===== src/pkg/fsm_pkg.sv =====
// package for the flash status host controller: register map, commands, timing
`default_nettype none
package fsm_pkg;
   // software-visible registers of the controller (byte addresses)
   localparam logic [7:0]  OFF_CTRL     = 8'h00;
   localparam logic [7:0]  OFF_ADDR     = 8'h04;
   localparam logic [7:0]  OFF_WDATA    = 8'h08;
   localparam logic [7:0]  OFF_STATUS   = 8'h0C;
   localparam logic [7:0]  OFF_RDATA    = 8'h10;
   localparam logic [7:0]  OFF_FSTAT    = 8'h14;
   // ctrl register fields
   localparam int          CTRL_OP_LO   = 0;
   localparam int          CTRL_OP_W    = 3;
   localparam int          CTRL_GO_BIT  = 31;
   // status register fields of the controller
   localparam int          ST_BUSY_BIT  = 0;
   localparam int          ST_FAIL_BIT  = 1;
   localparam int          ST_SEQERR_BIT = 2;
   localparam int          ST_UNPROT_BIT = 3;
   // flash status register fields
   localparam int          FS_READY     = 7;
   localparam int          FS_ERS_SUSP  = 6;
   localparam int          FS_ERS_FAIL  = 5;
   localparam int          FS_PRG_FAIL  = 4;
   localparam int          FS_BUF_ABORT = 3;
   localparam int          FS_PRG_SUSP  = 2;
   localparam int          FS_LOCKED    = 1;
   localparam int          FS_CONT      = 0;
   localparam logic [15:0] FS_VALID_MASK = 16'h00FE;
   localparam logic [15:0] FS_FAIL_MASK  = 16'h003A;
   // flash command codes and addresses
   localparam logic [7:0]  CMD_STATUS   = 8'h70;
   localparam logic [7:0]  CMD_CLEAR    = 8'h71;
   localparam logic [7:0]  CMD_RESET    = 8'hF0;
   localparam logic [7:0]  CMD_PROG     = 8'hA0;
   localparam logic [7:0]  CMD_EXIT1    = 8'h90;
   localparam logic [7:0]  CMD_EXIT2    = 8'h00;
   localparam logic [7:0]  CMD_UNLK1    = 8'hAA;
   localparam logic [7:0]  CMD_UNLK2    = 8'h55;
   localparam logic [7:0]  CMD_ENTRY_PW = 8'h60;
   localparam logic [7:0]  CMD_ENTRY_DYB = 8'hE0;
   localparam logic [11:0] ADDR_UNLK1   = 12'hAAA;
   localparam logic [11:0] ADDR_UNLK2   = 12'h555;
   localparam logic [11:0] ADDR_ANY     = 12'h000;
   localparam logic [3:0]  PW_BYTES     = 4'h8;
   // operations the controller performs
   typedef enum logic [2:0] {
      FSM_OP_STATUS, FSM_OP_CLEAR, FSM_OP_RESET, FSM_OP_PW_PROG,
      FSM_OP_PROT_RD, FSM_OP_WRITE, FSM_OP_READ, FSM_OP_POLL
   } fsm_op_e;
   // bus timing: phases in 40 ns cycles
   localparam int          CLK_NS       = 40;
   localparam int          T_STROBE_NS  = 70;
   localparam int          T_PH_NS      = 20;
   localparam logic [3:0]  STROBE_CYC   = 4'((T_STROBE_NS + CLK_NS - 1) / CLK_NS);
   localparam logic [3:0]  PH_CYC       = 4'((T_PH_NS + CLK_NS - 1) / CLK_NS);
endpackage : fsm_pkg
`default_nettype wire


===== src/pkg/fsm_cyc_if.sv =====
// interface between sequencer and flash bus-cycle engine
`timescale 1ns/1ps
`default_nettype none
interface fsm_cyc_if;
   logic        req;
   logic        wr;
   logic [11:0] addr;
   logic [15:0] wdata;
   logic        done;
   logic [15:0] rdata;
   modport seq (output req, wr, addr, wdata, input done, rdata);
   modport eng (input req, wr, addr, wdata, output done, rdata);
endinterface : fsm_cyc_if
`default_nettype wire


===== src/rtl/fsm_host.sv =====
// host controller driving flash status reads and command sequences over AHB-Lite
//
// Contract
// - strobes high after status read access
// - mask reserved bits 15:8
// - ignore bits 6:1 while busy
// - poll status until ready after suspend
// - mask continuity bit 0
// - bad sequence needs reset command
// - entry before mode commands, exit after
// - each password byte two-cycle program
//
// Added by the designer: the placing of the registers and register access over AHB-Lite.
`timescale 1ns/1ps
`default_nettype none
module fsm_host
   import fsm_pkg::*;
(
   input  wire logic        clk_in,        // 25 MHz clock
   input  wire logic        resetn_in,     // sync reset, active low
   input  wire logic        hsel_in,       // ahb select
   input  wire logic [31:0] haddr_in,      // ahb address
   input  wire logic [1:0]  htrans_in,     // ahb transfer type
   input  wire logic        hwrite_in,     // ahb write
   input  wire logic [2:0]  hsize_in,      // ahb size
   input  wire logic [31:0] hwdata_in,     // ahb write data
   input  wire logic        hready_in,     // ahb bus ready
   output logic [31:0]      hrdata_out,    // ahb read data
   output logic             hreadyout_out, // ahb slave ready
   output logic             hresp_out,     // ahb response, always okay
   output logic [11:0]      f_addr_out,    // flash address
   output logic [15:0]      f_dq_out,      // flash data out
   output logic             f_dq_oe_out,   // flash data drive enable
   input  wire logic [15:0] f_dq_in,       // flash data in
   output logic             f_cen_out,     // flash chip enable, low
   output logic             f_oen_out,     // flash output enable, low
   output logic             f_wen_out      // flash write enable, low
);
   import fsm_pkg::*;

   typedef enum logic [2:0] {S_IDLE, S_CYC, S_NEXT, S_DONE} fsm_st_e;
   typedef struct packed {
      fsm_st_e     st;
      logic [2:0]  op;
      logic [4:0]  step;
      logic [3:0]  pw_idx;
      logic [11:0] addr;
      logic [15:0] wdata;
      logic [15:0] rdata;
      logic [15:0] fstat;
      logic        busy;
      logic        fail;
      logic        seqerr;
      logic        unprot;
      logic        ap_valid;
      logic        ap_wr;
      logic [7:0]  ap_addr;
   } fsm_host_s;
   fsm_host_s s_r, s_nxt;

   fsm_cyc_if cyc ();
   logic        c_req;
   logic        c_wr;
   logic [11:0] c_addr;
   logic [15:0] c_wd;
   logic        last;

   assign cyc.req   = c_req;
   assign cyc.wr    = c_wr;
   assign cyc.addr  = c_addr;
   assign cyc.wdata = c_wd;

   fsm_cycle u_cyc (
      .clk_in      (clk_in),
      .resetn_in   (resetn_in),
      .cyc         (cyc),
      .f_addr_out  (f_addr_out),
      .f_dq_out    (f_dq_out),
      .f_dq_oe_out (f_dq_oe_out),
      .f_dq_in     (f_dq_in),
      .f_cen_out   (f_cen_out),
      .f_oen_out   (f_oen_out),
      .f_wen_out   (f_wen_out)
   );

   // bus cycle per step of the selected sequence
   always_comb begin
      c_req  = (s_r.st == S_CYC);
      c_wr   = 1'b1;
      c_addr = ADDR_ANY;
      c_wd   = 16'h0000;
      last   = 1'b0;
      case (fsm_op_e'(s_r.op))
         // write command then exactly one read of the overlay
         FSM_OP_STATUS, FSM_OP_POLL: begin
            c_wd = {8'h00, CMD_STATUS};
            if (s_r.step == 5'd1) begin
               c_wr = 1'b0;
               last = 1'b1;
            end
         end
         FSM_OP_CLEAR: begin c_wd = {8'h00, CMD_CLEAR}; last = 1'b1; end
         FSM_OP_RESET: begin c_wd = {8'h00, CMD_RESET}; last = 1'b1; end
         FSM_OP_WRITE: begin c_addr = s_r.addr; c_wd = s_r.wdata; last = 1'b1; end
         FSM_OP_READ:  begin c_addr = s_r.addr; c_wr = 1'b0; last = 1'b1; end
         // entry, two-cycle program per byte or one protection read, exit
         FSM_OP_PW_PROG, FSM_OP_PROT_RD: begin
            case (s_r.step)
               5'd0: begin c_addr = ADDR_UNLK1; c_wd = {8'h00, CMD_UNLK1}; end
               5'd1: begin c_addr = ADDR_UNLK2; c_wd = {8'h00, CMD_UNLK2}; end
               5'd2: begin
                  c_addr = ADDR_UNLK1;
                  c_wd   = {8'h00, (s_r.op == 3'(FSM_OP_PW_PROG)) ? CMD_ENTRY_PW
                                                                  : CMD_ENTRY_DYB};
               end
               5'd3: begin
                  if (s_r.op == 3'(FSM_OP_PW_PROG)) begin
                     c_wd = {8'h00, CMD_PROG};
                  end else begin
                     c_addr = s_r.addr;
                     c_wr   = 1'b0;
                  end
               end
               5'd4: begin
                  if (s_r.op == 3'(FSM_OP_PW_PROG)) begin
                     c_addr = {8'h00, s_r.pw_idx};
                     c_wd   = s_r.wdata;
                  end else begin
                     c_wd = {8'h00, CMD_EXIT1};
                  end
               end
               5'd5: begin
                  if (s_r.op == 3'(FSM_OP_PW_PROG)) c_wd = {8'h00, CMD_EXIT1};
                  else                              c_wd = {8'h00, CMD_EXIT2};
                  last = (s_r.op != 3'(FSM_OP_PW_PROG));
               end
               default: begin c_wd = {8'h00, CMD_EXIT2}; last = 1'b1; end
            endcase
         end
         default: last = 1'b1;
      endcase
   end

   // ahb slave and sequencer state; answers with zero wait states
   always_comb begin
      logic        take;
      logic [15:0] stat;
      take  = 1'b0;
      stat  = 16'h0000;
      s_nxt = s_r;
      s_nxt.ap_valid = hsel_in && hready_in && htrans_in[1];
      if (s_nxt.ap_valid) begin
         s_nxt.ap_wr   = hwrite_in;
         s_nxt.ap_addr = haddr_in[7:0];
      end
      if (s_r.ap_valid && s_r.ap_wr) begin
         case (s_r.ap_addr)
            OFF_ADDR:  s_nxt.addr  = hwdata_in[11:0];
            OFF_WDATA: s_nxt.wdata = hwdata_in[15:0];
            OFF_CTRL:  take = hwdata_in[CTRL_GO_BIT] && (s_r.st == S_IDLE);
            default: ;
         endcase
      end
      if (take) begin
         s_nxt.op     = hwdata_in[CTRL_OP_LO +: CTRL_OP_W];
         s_nxt.st     = S_CYC;
         s_nxt.step   = 5'd0;
         s_nxt.pw_idx = 4'h0;
         s_nxt.busy   = 1'b1;
         s_nxt.fail   = 1'b0;
         s_nxt.seqerr = 1'b0;
      end
      case (s_r.st)
         S_IDLE: ;
         S_CYC: if (cyc.done) begin
            if (!c_wr) s_nxt.rdata = cyc.rdata;
            s_nxt.st = last ? S_DONE : S_NEXT;
         end
         S_NEXT: begin
            s_nxt.st   = S_CYC;
            s_nxt.step = s_r.step + 5'd1;
            // repeat program pair for all eight bytes
            if (s_r.op == 3'(FSM_OP_PW_PROG) && s_r.step == 5'd4
                && s_r.pw_idx != PW_BYTES - 4'h1) begin
               s_nxt.step   = 5'd3;
               s_nxt.pw_idx = s_r.pw_idx + 4'h1;
            end
         end
         S_DONE: begin
            s_nxt.st   = S_IDLE;
            s_nxt.busy = 1'b0;
            stat = s_r.rdata & FS_VALID_MASK;
            if (s_r.op == 3'(FSM_OP_STATUS) || s_r.op == 3'(FSM_OP_POLL)) begin
               s_nxt.fstat = stat;
               // results only trusted once ready
               if (stat[FS_READY]) begin
                  s_nxt.fail = |(stat & FS_FAIL_MASK);
               end else if (s_r.op == 3'(FSM_OP_POLL)) begin
                  s_nxt.st   = S_CYC;                             // keep polling
                  s_nxt.step = 5'd0;
                  s_nxt.busy = 1'b1;
               end
            end
            if (s_r.op == 3'(FSM_OP_PROT_RD)) begin
               s_nxt.unprot = s_r.rdata[0];
            end
         end
         default: s_nxt.st = S_IDLE;
      endcase
      // go while a sequence runs is refused and flagged, no stray flash cycles
      if (s_r.ap_valid && s_r.ap_wr && s_r.ap_addr == OFF_CTRL
          && hwdata_in[CTRL_GO_BIT] && s_r.st != S_IDLE) begin
         s_nxt.seqerr = 1'b1;
      end
   end

   // reset leaves every view and flag cleared
   always_ff @(posedge clk_in) begin
      if (!resetn_in) s_r <= '0;
      else            s_r <= s_nxt;
   end

   // read mux; flash status view keeps suspend bits
   always_comb begin
      hrdata_out = 32'h0000_0000;
      case (s_r.ap_addr)
         OFF_ADDR:   hrdata_out = {20'h00000, s_r.addr};
         OFF_WDATA:  hrdata_out = {16'h0000, s_r.wdata};
         OFF_CTRL:   hrdata_out = {29'h0000000, s_r.op};
         OFF_STATUS: hrdata_out = {28'h0000000, s_r.unprot, s_r.seqerr, s_r.fail, s_r.busy};
         OFF_RDATA:  hrdata_out = {16'h0000, s_r.rdata};
         OFF_FSTAT:  hrdata_out = {16'h0000, s_r.fstat};
         default:    hrdata_out = 32'h0000_0000;
      endcase
   end

   assign hreadyout_out = 1'b1;
   assign hresp_out     = 1'b0;
endmodule : fsm_host
`default_nettype wire


===== src/rtl/fsm_cycle.sv =====
// one asynchronous flash read or write cycle with strobe and pulse-high time
`timescale 1ns/1ps
`default_nettype none
module fsm_cycle
   import fsm_pkg::*;
(
   input  wire logic  clk_in,        // 25 MHz clock
   input  wire logic  resetn_in,     // sync reset, active low
   fsm_cyc_if.eng     cyc,           // cycle requests
   output logic [11:0] f_addr_out,   // flash address
   output logic [15:0] f_dq_out,     // flash data out
   output logic        f_dq_oe_out,  // dq driven by us
   input  wire logic [15:0] f_dq_in, // flash data in
   output logic        f_cen_out,    // chip enable, active low
   output logic        f_oen_out,    // output enable, active low
   output logic        f_wen_out     // write enable, active low
);
   import fsm_pkg::*;

   typedef enum logic [1:0] {C_IDLE, C_STROBE, C_HIGH} fsm_cst_e;
   typedef struct packed {
      fsm_cst_e    st;
      logic [3:0]  cnt;
      logic        wr;
      logic [11:0] addr;
      logic [15:0] wd;
      logic [15:0] rd;
      logic        done;
   } fsm_cyc_s;
   fsm_cyc_s s_r, s_nxt;

   // cycle sequencing; strobe then forced high time
   always_comb begin
      s_nxt      = s_r;
      s_nxt.done = 1'b0;
      case (s_r.st)
         C_IDLE: if (cyc.req && !s_r.done) begin
            s_nxt.st   = C_STROBE;
            s_nxt.cnt  = STROBE_CYC;
            s_nxt.wr   = cyc.wr;
            s_nxt.addr = cyc.addr;
            s_nxt.wd   = cyc.wdata;
         end
         C_STROBE: if (s_r.cnt == 4'h1) begin
            s_nxt.st  = C_HIGH;
            s_nxt.cnt = PH_CYC;
            s_nxt.rd  = f_dq_in;          // sampled at end of strobe
         end else begin
            s_nxt.cnt = s_r.cnt - 4'h1;
         end
         // strobes held high so the overlay read ends cleanly
         C_HIGH: if (s_r.cnt == 4'h1) begin
            s_nxt.st   = C_IDLE;
            s_nxt.done = 1'b1;
         end else begin
            s_nxt.cnt = s_r.cnt - 4'h1;
         end
         default: s_nxt.st = C_IDLE;
      endcase
   end

   always_ff @(posedge clk_in) begin
      if (!resetn_in) s_r <= '0;
      else            s_r <= s_nxt;
   end

   // pin drive from state flops
   assign cyc.done    = s_r.done;
   assign cyc.rdata   = s_r.rd;
   assign f_addr_out  = s_r.addr;
   assign f_dq_out    = s_r.wd;
   assign f_dq_oe_out = (s_r.st != C_IDLE) && s_r.wr;
   assign f_cen_out   = (s_r.st != C_STROBE);
   assign f_oen_out   = !((s_r.st == C_STROBE) && !s_r.wr);
   assign f_wen_out   = !((s_r.st == C_STROBE) && s_r.wr);
endmodule : fsm_cycle
`default_nettype wire


===== config.mk =====
export PLATFORM = sky130hd
export DESIGN_NAME = fsm_host
export DESIGN_NICKNAME = d
export VERILOG_FILES = /design/src/pkg/fsm_pkg.sv /design/src/pkg/fsm_cyc_if.sv /design/src/rtl/fsm_host.sv /design/src/rtl/fsm_cycle.sv
export SDC_FILE = /design/constraint.sdc
export NUM_CORES = 1
export LEC_CHECK = 0
export BUFFER_PORTS_ARGS = -buffer_cell sky130_fd_sc_hd__clkbuf_2
export CORE_UTILIZATION = 52
export CTS_BUF_LIST = sky130_fd_sc_hd__clkbuf_4
export DETAILED_ROUTE_END_ITERATION = 6
export MAX_ROUTING_LAYER = met4
export PLACE_DENSITY = 0.75
export SYNTH_ARGS = -nofsm -noshare
export SYNTH_HDL_FRONTEND = slang
export SYNTH_SLANG_ARGS = --single-unit

===== constraint.sdc =====
create_clock -name clk_in -period 3 [get_ports clk_in]
set_input_delay 0.3 -clock clk_in [delete_from_list [all_inputs] [get_ports clk_in]]
set_output_delay 0.3 -clock clk_in [all_outputs]
set_load 0.03 [all_outputs]

; ---- Yosys cells after proc, flatten, opt, wreduce, memory -nomap -nowiden
; Index checks and enable logic that the tools add are counted.
[word_totals]
output_inout_bits = 66
regBits = 132
input_bits = 90
[op_classes]
reduce_logical = 45
n_addsub = 3
bitwise_logic = 1
n_eq_ne = 30
n_mux = 48
[op_table]
columns = operator, count
row1 = $pmux W16 S6, 2
row2 = $pmux W16 S5, 1
row3 = $pmux W12 S4, 1
row4 = $mux W35, 1
row5 = $mux W8, 3
row6 = $pmux W12 S2, 1
row7 = $eq A8 B4 Y1 const B, 2
row8 = $eq A8 B5 Y1 const B, 2
row9 = $mux W16, 1
row10 = $mux W4, 4
row11 = $mux W1, 15
row12 = $mux W15, 1
row13 = $mux W5, 3
row14 = $reduce_and A2 Y1, 7
row15 = $logic_and A1 B1 Y1, 13
row16 = $eq A3 B2 Y1 const B, 4
row17 = $eq A3 B3 Y1 const B, 4
row18 = $mux W12, 1
row19 = $pmux W3 S4, 1
row20 = $pmux W4 S3, 1
row21 = $eq A5 B2 Y1 const B, 2
row22 = $eq A5 B3 Y1 const B, 2
row23 = $pmux W5 S2, 1
row24 = $mux W9, 1
row25 = other kinds (31), 53

; ---- Longest topological paths before layout
; Gate-level depths: netlist (run 1).
[logic_depth]
depth_word = 9
ltp_mapped = 8
ltp_nobuf = 6

; ---- Modules after synthesis
; Synthesis (run 1) repeated with hierarchy kept, for this count alone.
[hier_totals]
cells_unflattened = 834
area_unflattened_um2 = 6844.1
[by_module_without_submodules]
columns = mod, cells_per_inst, seq_area_each_um2, area_each_um2, n_inst
row1 = fsm_host, 535, 1601.5, 4384.2, 1
row2 = fsm_cycle, 299, 1041.0, 2459.9, 1

; ---- Worst setup path before layout (run 1)
; OpenSTA, ideal clock, no wires.
[synth_timing]
kind = register -> output
start = reg s_r[84] in the netlist's numbering
end = out hrdata_out[1]
arrival_time_ps = 1908
stages_incl_launch_ff = 6
t_required_ps = 2700
setup_slack_ps = 792
path_cell_list = dfxtp_1 -> clkbuf_1 -> clkbuf_1 -> clkbuf_1 -> a22oi_1 -> o21ai_0
[synth_between]
elab_chain_cells = 1
[synth_lines]
columns = element, line_no
row1 = "start, declared", fsm_host.sv:59  ; fsm_host_s s_r, s_nxt;
row2 = "start signal, assigned", fsm_host.sv:220  ; else s_r <= s_nxt;
row3 = $pmux W16 S6, fsm_host.sv:226  ; case (s_r.ap_addr)
row4 = "end, declared", fsm_host.sv:28  ; output logic [31:0] hrdata_out,
; No other way between the ends.

; ---- Worst setup path in the final report (run 1)
[layout_timing]
start = reg s_r[2] in the netlist's numbering
end = out hrdata_out[9]
[layout_between]
elab_chain_cells = 2
word_cells_on_any_way = 7
cone_classes = eq/ne: 5 / mux: 1 / reduce/logical: 1
[layout_lines]
columns = element, line_no
row1 = $eq A8 B5 Y1 (tied with other cells), fsm_host.sv:226
row2 = $pmux W16 S6 (*), fsm_host.sv:226
; Every way passes the cells marked *; elsewhere a longest branch is shown, timed or not.

==> out/qor.csv, run 1 <==
stage;metric;value;unit
status;outcome;completed;
worst_setup_path;critical path class;reg2out;
worst_hold_path;WHS Endpoint;s_r[85]$_SDFFE_PN0P_;
placed_design;Final HPWL DP;11800;µm
die;die area;13700;µm²
worst_setup_path;WP data arrival;2510;ps
grt;pin count of the biggest net entering global routing;79;
yosys;post-synthesis sequential area ratio;38.5;%
final_layout;Layout fillers;1168;
clock_tree;TritonCTS clock tree;built;
worst_setup_path;CP required;2700;ps
worst_setup_path;CP max FO;9;
worst_setup_path;slowest cell delay on critical path;630;ps
final_layout;Final Core Density;61.2;%
drt;WL/cell;15.8;µm
sta;WHS;25.6;ps
power_and_ir_drop;PwrDens;398;nW/µm²
sta;crit share post-route;93.5;%
power_and_ir_drop;Int Power;0.00234;W
power_and_ir_drop;Reg power frac;56.9;%
clock_tree;root buf cell;clkbuf_4;
grt;GR Util met1;34.6;%
yosys;Syn Inst Count;821;
placed_design;RePlAce Congestion;0.943;
yosys;Synth Warn #;0;
drt;Post-DRT Antenna Nets;0;
clock_tree;cts bufs inserted;17;
final_layout;area of the multi-input gates;3630;µm²
grt;vias in the first global route;5509;
placed_design;IO Port Bufs;94;
sta;Max Transition Viols Final;0;
clock_tree;clk_lat worst skew;560;ps
die;core box area;12700;µm²
final_layout;Layout area overhead;13.5;%
grt;M3 GR Usage;6.23;%
die;die height;117;µm
grt;first-pass GRT wire length;27200;µm
final_layout;most frequent cells in the layout;132 x dfxtp_1, 125 x nand2_1, 94 x clkbuf_2;
yosys;ys flop type;dfxtp_1;
final_layout;Nets;1004;
yosys;unique cell type count in the Yosys netlist;77;
clock_tree;Sink Count;132;
grt;met2 Use GR;41.0;%
die;io pins;156;
yosys;Cell Area, Synth;6860;µm²
worst_setup_path;r2r setup slk;650;ps
clock_tree;maximum clock insertion buffer count;2;
worst_setup_path;CP endpoint kind;primary output;
sta;unrepaired setup endpoints after global routing;false;
die;die width;117;µm
sta;Final Hold Viols;0;
yosys;Post-Syn Area per Cell;8.36;µm²
grt;GR peak layer;met2;
clock_tree;hold_buf cts;36;
worst_hold_path;hold path depth;3;
worst_setup_path;Reg2Reg Capture Point;u_cyc.f_dq_out[3]$_SDFFE_PN0P_;
yosys;Post-synth EDFFs;0;
sta;minimum clock period;2810;ps
worst_hold_path;Hold WC Path Type;in2reg;
sta;actual slew at the worst max-slew pin;929;ps
drt;vias per cell;5.59;
sta;setup TNS;0;ps
drt;Residual DRC;0;
yosys;flops & latches, synth;132;
clock_tree;clk slew on worst S/H paths;110;ps
grt;Tot GR Track Use;26.8;%
clock_tree;H-Tree Level Count;4;
power_and_ir_drop;sw frac;24.6;%
drt;drt pass-1 iters;6;
yosys;ranking of synthesized cells by area;dfxtp_1 39%, mux2i_1 7.7%, nand2_1 6.8%;
drt;final WL;17200;µm
worst_hold_path;worst hold start;hwdata_in[2];
yosys;ys async rst share;0;%
clock_tree;CTS resizes;0;
drt;total number of vias;6074;
die;Rows;41;
worst_setup_path;Worst setup SP type;flip-flop;
sta;Worst Skew;22.7;ps
worst_setup_path;FF-to-FF path depth;4;
die;Starting Density;53.9;%
final_layout;share of cells above drive strength 1;18.1;%
power_and_ir_drop;net switching power;0.000763;W
sta;FMAX;0.356;GHz
final_layout;Seq. cell area;2640;µm²
worst_setup_path;Reg2Reg Launch Point;s_r[84]$_SDFFE_PN0P_;
power_and_ir_drop;Clock power frac;37.1;%
worst_setup_path;slowest CP cell;or4b_1;
sta;endpoints failing setup;0;
final_layout;antenna fix cells;0;
clock_tree;Setup Buffers After CTS;0;
sta;relative slew slack;38.1;%
yosys;Synth top area share;38.5;%
worst_setup_path;crit path cell chain;or4b_1 -> nor2_1 -> a22oi_1 -> nand2_1 -> clkbuf_2;
yosys;largest area contributor in the netlist;dfxtp_1;
power_and_ir_drop;leak pwr;2.97;nW
final_layout;most common cell after layout, fill and taps aside;dfxtp_1;
grt;Congestion Overflow GR;0;
run;MaxCap Viol Count;0;
power_and_ir_drop;Logic pwr share;5.9;%
grt;antenna violations before repair;0;
power_and_ir_drop;Max IR drop VDD;0.400;mV
drt;initial DRC count;506;
cells by family after synthesis:
kind of cell	share of synthesized area, %
buffers and inverters	9.50
other	0.109
adders and majority gates	2.01
and+or+nand+nor	21.3
xor gates and xnor gates	0.128
muxes	8.55
DFF	38.5
AOI/OAI and AO/OA	19.9
layout make-up:
| cell class | count | area share, % |
|---|---|---|
| sequential | 132 | 33.9 |
| tap | 172 | 2.76 |
| inverter | 15 | 0.723 |
| clock buffer | 20 | 1.93 |
| timing repair buffer | 148 | 12.6 |
| clock inverter | 10 | 1.43 |
| multi-input combinational | 589 | 46.7 |
cell usage after synthesis, types with 4 or more instances:
cell type,n
dfxtp_1,132
nand2_1,125
nor2_1,58
a21oi_1,54
mux2i_1,53
buf_4,47
clkbuf_1,43
o21ai_0,40
nand3_1,20
a22oi_1,18
a31oi_1,16
inv_1,13
ha_1,11
nor3b_1,11
o21a_1,11
a21o_1,10
and2_1,9
nand3b_1,8
a22o_1,7
nor3_1,7
a211o_1,6
nand2b_1,6
nor2b_1,6
buf_2,5
or3_1,5
a311oi_1,4
buf_6,4
nand4_1,4
o21ai_1,4
state kept, by name, indices dropped and copies added, names as in the netlist:
| register | count |
|---|---|
| u_cyc.cyc.done | 1 |
| s_r | 80 |
| u_cyc.s_r | 7 |
| u_cyc.cyc.rdata | 16 |
| u_cyc.f_dq_out | 16 |
| u_cyc.f_addr_out | 12 |
routing by layer:
| layer | up-vias | wire, µm |
|---|---|---|
| met4 | 0 | 320 |
| met5 | - | 0 |
| met1 | 2818 | 8000 |
| met2 | 198 | 7840 |
| met3 | 29 | 1010 |
| li1 | 3029 | - |
critical path, delay by kind of cell (launching register included):
kind | cells | cell delay [ps]
and+or+nand+nor | 3 | 1070
DFF | 1 | 550
buffers and inverters | 1 | 200
AOI/OAI and AO/OA | 1 | 120
power by group through the flow:
stage / clock, W / combinational, W / sequential (W)
after CTS: 0.00117 / 0.000182 / 0.00176
after global routing: 0.00124 / 0.000199 / 0.00177
after floorplan: 0 / 0.000114 / 0.00180
after global placement: 0 / 0.000144 / 0.00180
after detailed placement: 0 / 0.000145 / 0.00180
final: 0.00115 / 0.000184 / 0.00176
how the worst max path moves through the flow:
stage                         start                              to  cells after the start
6_report        s_r[2]$_SDFFE_PN0P_                   hrdata_out[9]                      5
5_1_grt         s_r[2]$_SDFFE_PN0P_                   hrdata_out[9]                      5
4_1_cts         s_r[2]$_SDFFE_PN0P_                   hrdata_out[9]                      5
3_5_place_dp    s_r[3]$_SDFFE_PN0P_            s_r[52]$_SDFFE_PN0P_                      4
3_3_place_gp   s_r[84]$_SDFFE_PN0P_  u_cyc.f_dq_out[1]$_SDFFE_PN0P_                      4
2_1_floorplan  s_r[84]$_SDFFE_PN0P_                   hrdata_out[1]                      5
per-stage QoR:
| stage | cells | setup WS (ps) | total power, W | cell area (µm²) |
|---|---|---|---|---|
| 2_1_floorplan | 838 | 792 | 0.00191 | 6920 |
| 3_3_place_gp | 1020 | 746 | 0.00195 | 7170 |
| 3_5_place_dp | 1020 | 735 | 0.00195 | 7170 |
| 4_1_cts | 1086 | 175 | 0.00311 | 7790 |
| 5_1_grt | 1086 | 59.1 | 0.00321 | 7790 |
| 6_report | 1086 | 194 | 0.00310 | 7790 |
No activity file was read; power rests on OpenSTA's default activity.
==> run 2, diff against run 1 <==
==> constraint.sdc (replaced) <==
create_clock -name clk_in -period 3 [get_ports clk_in]
set_input_delay 0.75 -clock clk_in [delete_from_list [all_inputs] [get_ports clk_in]]
set_output_delay 0.75 -clock clk_in [all_outputs]
set_load 0.03 [all_outputs]
==> out/qor.csv, run 2 (synthesis results as in run 1) <==
stage;metric;value;unit
power_and_ir_drop;Logic pwr share;5.1;%
sta;unrepaired setup endpoints after global routing;true;
sta;Final Hold Viols;0;
sta;setup TNS;0;ps
clock_tree;Sink Count;132;
final_layout;Nets;976;
final_layout;Non-Filler Instances;1059;
power_and_ir_drop;net switching power;0.000762;W
grt;Congestion Overflow GR;0;
placed_design;IO Port Bufs;94;
clock_tree;cts bufs inserted;17;
worst_setup_path;r2r setup slk;650;ps
drt;vias per cell;5.59;
final_layout;Final Core Density;59.8;%
sta;minimum clock period;2910;ps
sta;actual slew at the worst max-slew pin;913;ps
final_layout;Finished Cell Area;7600;µm²
final_layout;max reg flops;80;
final_layout;antenna fix cells;0;
power_and_ir_drop;Clock power frac;38.7;%
worst_setup_path;Reg2Reg Launch Point;s_r[4]$_SDFFE_PN0P_;
grt;vias in the first global route;5275;
worst_setup_path;CP endpoint kind;primary output;
drt;total number of vias;5918;
die;core box area;12700;µm²
grt;first-pass GRT wire length;26300;µm
drt;Residual DRC;0;
grt;Tot GR Track Use;25.8;%
sta;crit share post-route;96.9;%
worst_hold_path;worst hold start;f_dq_in[13];
sta;relative slew slack;39.1;%
die;die width;117;µm
placed_design;dpl cells;1023;
worst_hold_path;hold path depth;3;
power_and_ir_drop;PnR Total Power;0.00314;W
sta;Worst Skew;18.2;ps
sta;endpoints failing setup;0;
die;Starting Density;53.9;%
run;MaxCap Viol Count;0;
clock_tree;H-Tree Level Count;4;
power_and_ir_drop;Max IR drop VDD;0.296;mV
die;die area;13700;µm²
clock_tree;maximum clock insertion buffer count;2;
die;Rows;41;
status;outcome;completed;
clock_tree;clk_lat worst skew;550;ps
worst_setup_path;critical path class;reg2out;
grt;pin count of the biggest net entering global routing;50;
drt;drt pass-1 iters;6;
worst_setup_path;slowest cell delay on critical path;600;ps
clock_tree;clk slew on worst S/H paths;120;ps
final_layout;Largest Register;s_r;
sta;Max Transition Viols Final;0;
die;io pins;156;
drt;final WL;16500;µm
clock_tree;hold_buf cts;0;
placed_design;RePlAce Congestion;0.912;
power_and_ir_drop;sw frac;24.3;%
power_and_ir_drop;leak pwr;2.89;nW
final_layout;share of cells above drive strength 1;20.9;%
grt;antenna violations before repair;0;
worst_setup_path;CP required;2250;ps
worst_hold_path;WHS Endpoint;u_cyc.cyc.rdata[13]$_SDFFE_PN0P_;
placed_design;Post-DP Area;7180;µm²
placed_design;Final HPWL DP;12000;µm
final_layout;most frequent cells in the layout;125 x nand2_1, 125 x dfxtp_1, 78 x clkbuf_2;
power_and_ir_drop;PwrDens;413;nW/µm²
sta;FMAX;0.344;GHz
drt;Post-DRT Antenna Nets;0;
worst_setup_path;WP data arrival;2160;ps
clock_tree;root buf cell;clkbuf_4;
worst_setup_path;slowest CP cell;or4_4;
worst_setup_path;Worst setup SP type;flip-flop;
drt;initial DRC count;549;
worst_setup_path;FF-to-FF path depth;5;
power_and_ir_drop;Reg power frac;56.2;%
worst_setup_path;Reg2Reg Capture Point;s_r[55]$_SDFFE_PN0P_;
power_and_ir_drop;Int Power;0.00238;W
worst_setup_path;CP max FO;5;
final_layout;Layout area overhead;10.8;%
worst_hold_path;Hold WC Path Type;in2reg;
worst_setup_path;crit path cell chain;or4_4 -> nor3_4 -> a32oi_1 -> o21ai_0 -> buf_4;
drt;WL/cell;15.5;µm
die;die height;117;µm
clock_tree;TritonCTS clock tree;built;
## run 2: cell count changes in the layout (fill, tap and decap cells not counted), moves of 3 or more
cell,previous run,this run
dfxtp_1,132,125
clkbuf_4,20,24
dfxtp_2,0,5
or4b_4,0,3
nor2_1,58,55
dlygate4sd3_1,36,0
buf_4,17,32
clkbuf_2,94,78
## run 2: worst max path at each step
stage | to | cells past startpoint | start
floorplan | hrdata_out[1] | 5 | s_r[84]$_SDFFE_PN0P_
global placement | hrdata_out[12] | 5 | s_r[3]$_SDFFE_PN0P_
detailed placement | hrdata_out[14] | 5 | s_r[3]$_SDFFE_PN0P_
CTS | hrdata_out[14] | 5 | s_r[7]$_SDFFE_PN0P_
global route | hrdata_out[5] | 6 | s_r[0]$_SDFFE_PN0P_
finish | hrdata_out[3] | 5 | s_r[4]$_SDFFE_PN0P_
## run 2: area by class of cell
cell class                      instances  area, µm²
Fill cell                            1218       5120
Tap cell                              172        215
Clock buffer                           17        128
Inverter                               15       56.3
Multi-Input combinational cell        589       3670
Clock inverter                         14        163
Timing Repair Buffer                  120        711
Sequential cell                       132       2660
## run 2: power by group through the flow
stage                     registers, W  logic, W  clock network, W
after global routing           0.00177  0.000174           0.00133
after CTS                      0.00176  0.000160           0.00125
final                          0.00176  0.000161           0.00121
after global placement         0.00180  0.000144                 0
after detailed placement       0.00180  0.000145                 0
after floorplan                0.00180  0.000114                 0
## run 2: stage by stage
step           hold WS, ps  worst slack, ps
6_report               407             92.4
5_1_grt                365            -8.86
4_1_cts                363             6.33
3_5_place_dp           448              368
3_3_place_gp           442              369
2_1_floorplan          434              342
## run 2: critical path, delay by kind of cell, from the launching register on
kind | cells | cell delay (ps)
and+or+nand+nor | 2 | 800
AOI/OAI and AO/OA | 2 | 250
DFF | 1 | 350
buffers and inverters | 1 | 220
## run 2: repair_timing
item | in CTS | in global routing
setup buffers | 4 | 0
gates resized for setup | 28 | 21
cloned | 1 | 0
pin swaps | 3 | 3
endpoints found under the setup margin | 16 | 16
## run 2: routing by layer
layer  GRT usage (%)  up-vias  routed length (µm)
li1                -     2963                   -
met1            34.8     2744                7850
met2            38.5      192                7400
met3            6.75       19                1030
met4            6.50        0                 191
met5               -        -                   0
==> run 3, diff against run 2 <==
CORE_UTILIZATION = 55   (was 52)
PLACE_DENSITY = 0.79   (was 0.75)
==> out/qor.csv, run 3 (synthesis results as in run 1) <==
stage;metric;value;unit
grt;Congestion Overflow GR;0;
power_and_ir_drop;PwrDens;421;nW/µm²
worst_setup_path;r2r setup slk;540;ps
placed_design;IO Port Bufs;94;
clock_tree;cts bufs inserted;17;
final_layout;Nets;974;
worst_hold_path;Hold WC Path Type;in2reg;
clock_tree;clk slew on worst S/H paths;120;ps
sta;crit share post-route;98.5;%
die;die width;114;µm
grt;vias in the first global route;5482;
final_layout;most common cell after layout, fill and taps aside;dfxtp_1;
worst_setup_path;Reg2Reg Launch Point;s_r[85]$_SDFFE_PN0P_;
power_and_ir_drop;leak pwr;2.89;nW
clock_tree;TritonCTS clock tree;built;
clock_tree;clk_lat worst skew;560;ps
worst_hold_path;WHS Endpoint;u_cyc.cyc.rdata[7]$_SDFFE_PN0P_;
sta;Worst Skew;22.3;ps
worst_hold_path;worst hold start;f_dq_in[7];
final_layout;Layout fillers;1080;
worst_setup_path;CP required;2250;ps
worst_setup_path;CP max FO;7;
final_layout;most frequent cells in the layout;126 x dfxtp_1, 125 x nand2_1, 79 x clkbuf_2;
final_layout;Finished Cell Area;7620;µm²
worst_setup_path;Reg2Reg Capture Point;s_r[86]$_SDFF_PN0_;
worst_setup_path;slowest CP cell;or4b_4;
worst_setup_path;slowest cell delay on critical path;570;ps
worst_setup_path;WP data arrival;2210;ps
drt;vias per cell;5.69;
grt;pin count of the biggest net entering global routing;81;
sta;FMAX;0.338;GHz
sta;relative slew slack;38.1;%
sta;Final WS setup;44.0;ps
worst_setup_path;Worst setup SP type;flip-flop;
drt;initial DRC count;482;
die;die height;114;µm
drt;final WL;16700;µm
worst_setup_path;cell family with most CP delay;simple AND/OR/NAND/NOR gates;
grt;Tot GR Track Use;27.5;%
worst_setup_path;Buf/Inv on CP;2;
final_layout;antenna fix cells;0;
sta;minimum clock period;2960;ps
drt;drt pass-1 iters;5;
worst_setup_path;CP endpoint kind;primary output;
clock_tree;root buf cell;clkbuf_4;
worst_hold_path;hold path depth;3;
placed_design;RePlAce Congestion;0.947;
final_layout;max reg flops;80;
drt;total number of vias;5993;
die;die area;12900;µm²
die;io pins;156;
drt;Post-DRT Antenna Nets;0;
sta;Max Transition Viols Final;0;
power_and_ir_drop;Max IR drop VDD;0.413;mV
drt;Residual DRC;0;
grt;first-pass GRT wire length;27100;µm
status;outcome;completed;
sta;Final Hold Viols;0;
worst_setup_path;crit path cell chain;or4b_4 -> nor2_4 -> buf_6 -> a22oi_1 -> o21ai_1 -> buf_4;
run;MaxCap Viol Count;0;
final_layout;share of cells above drive strength 1;21.1;%
die;Rows;40;
placed_design;post-place setup slack;383;ps
drt;WL/cell;15.9;µm
placed_design;Final HPWL DP;11700;µm
placed_design;Post-DP Area;7170;µm²
grt;antenna violations before repair;0;
clock_tree;H-Tree Level Count;4;
final_layout;Largest Register;s_r;
final_layout;Final Core Density;63.2;%
power_and_ir_drop;PnR Total Power;0.00321;W
sta;actual slew at the worst max-slew pin;928;ps
sta;endpoints failing setup;0;
worst_setup_path;critical path class;reg2out;
clock_tree;Sink Count;132;
clock_tree;maximum clock insertion buffer count;2;
worst_setup_path;FF-to-FF path depth;4;
die;core box area;12100;µm²
final_layout;Layout area overhead;11.1;%
die;Starting Density;56.9;%
==> run 3: changes by cell type in the layout (fill, tap and decap cells not counted), moves of 2 or more <==
cell / delta
buf_6: +2
clkbuf_4: -4
clkinv_1: -2
clkinvlp_4: +2
inv_6: +2
o21ai_0: -3
o21ai_1: +3
==> run 3: tightest hold or removal path: cells and delay by family <==
family	cells	cell delay, ps
and+or+nand+nor	1	40
buffers and inverters	1	80
AOI/OAI and AO/OA	1	50
==> run 3: worst max-delay path by stage <==
stage,start,endpoint,slack [ps],cells past startpoint
after detailed placement,s_r[3]$_SDFFE_PN0P_,hrdata_out[13],380,5
final,s_r[5]$_SDFFE_PN0P_,hrdata_out[6],40,6
after floorplan,s_r[84]$_SDFFE_PN0P_,hrdata_out[1],340,5
after global placement,s_r[3]$_SDFFE_PN0P_,hrdata_out[14],390,5
after global routing,s_r[6]$_SDFFE_PN0P_,hrdata_out[4],-7,6
after CTS,s_r[7]$_SDFFE_PN0P_,hrdata_out[13],7,5
==> run 3: metal layers <==
layer | global-route usage [%] | vias up | share of wire (%)
li1 | - | 2959 | -
met1 | 35.8 | 2769 | 46
met2 | 41.4 | 233 | 45
met3 | 6.64 | 32 | 7.5
met4 | 10.4 | 0 | 2.2
met5 | - | - | 0
==> run 3: where the power goes <==
part	internal, W	switching, W
Sequential	0.00176	0.00000785
Combinational	0.0000543	0.000109
Clock	0.000581	0.000700
==> run 3: repair_timing <==
| action | in CTS | in global routing |
|---|---|---|
| hold buffers | 0 | 0 |
| pin swaps | 3 | 3 |
| setup buffers | 4 | 0 |
| cloned | 1 | 0 |
| gates resized for setup | 31 | 27 |
| setup endpoints to repair | 16 | 16 |
==> run 3: per-stage QoR <==
stage | hold slack, ps | setup TNS (ps) | instances
floorplan | 434 | 0 | 838
global placement | 443 | 0 | 1017
detailed placement | 447 | 0 | 1017
CTS | 364 | 0 | 1054
global route | 364 | -13.3 | 1054
finish | 396 | 0 | 1054
==> run 3: layout make-up <==
class                           instances  area (µm²)  share of cell area, %
Clock buffer                           17         128                   1.67
Tap cell                              168         210                   2.76
Sequential cell                       132        2660                   34.8
Multi-Input combinational cell        589        3680                   48.3
Clock inverter                         15         179                   2.35
Inverter                               15        56.3                  0.738
Timing Repair Buffer                  118         716                   9.39
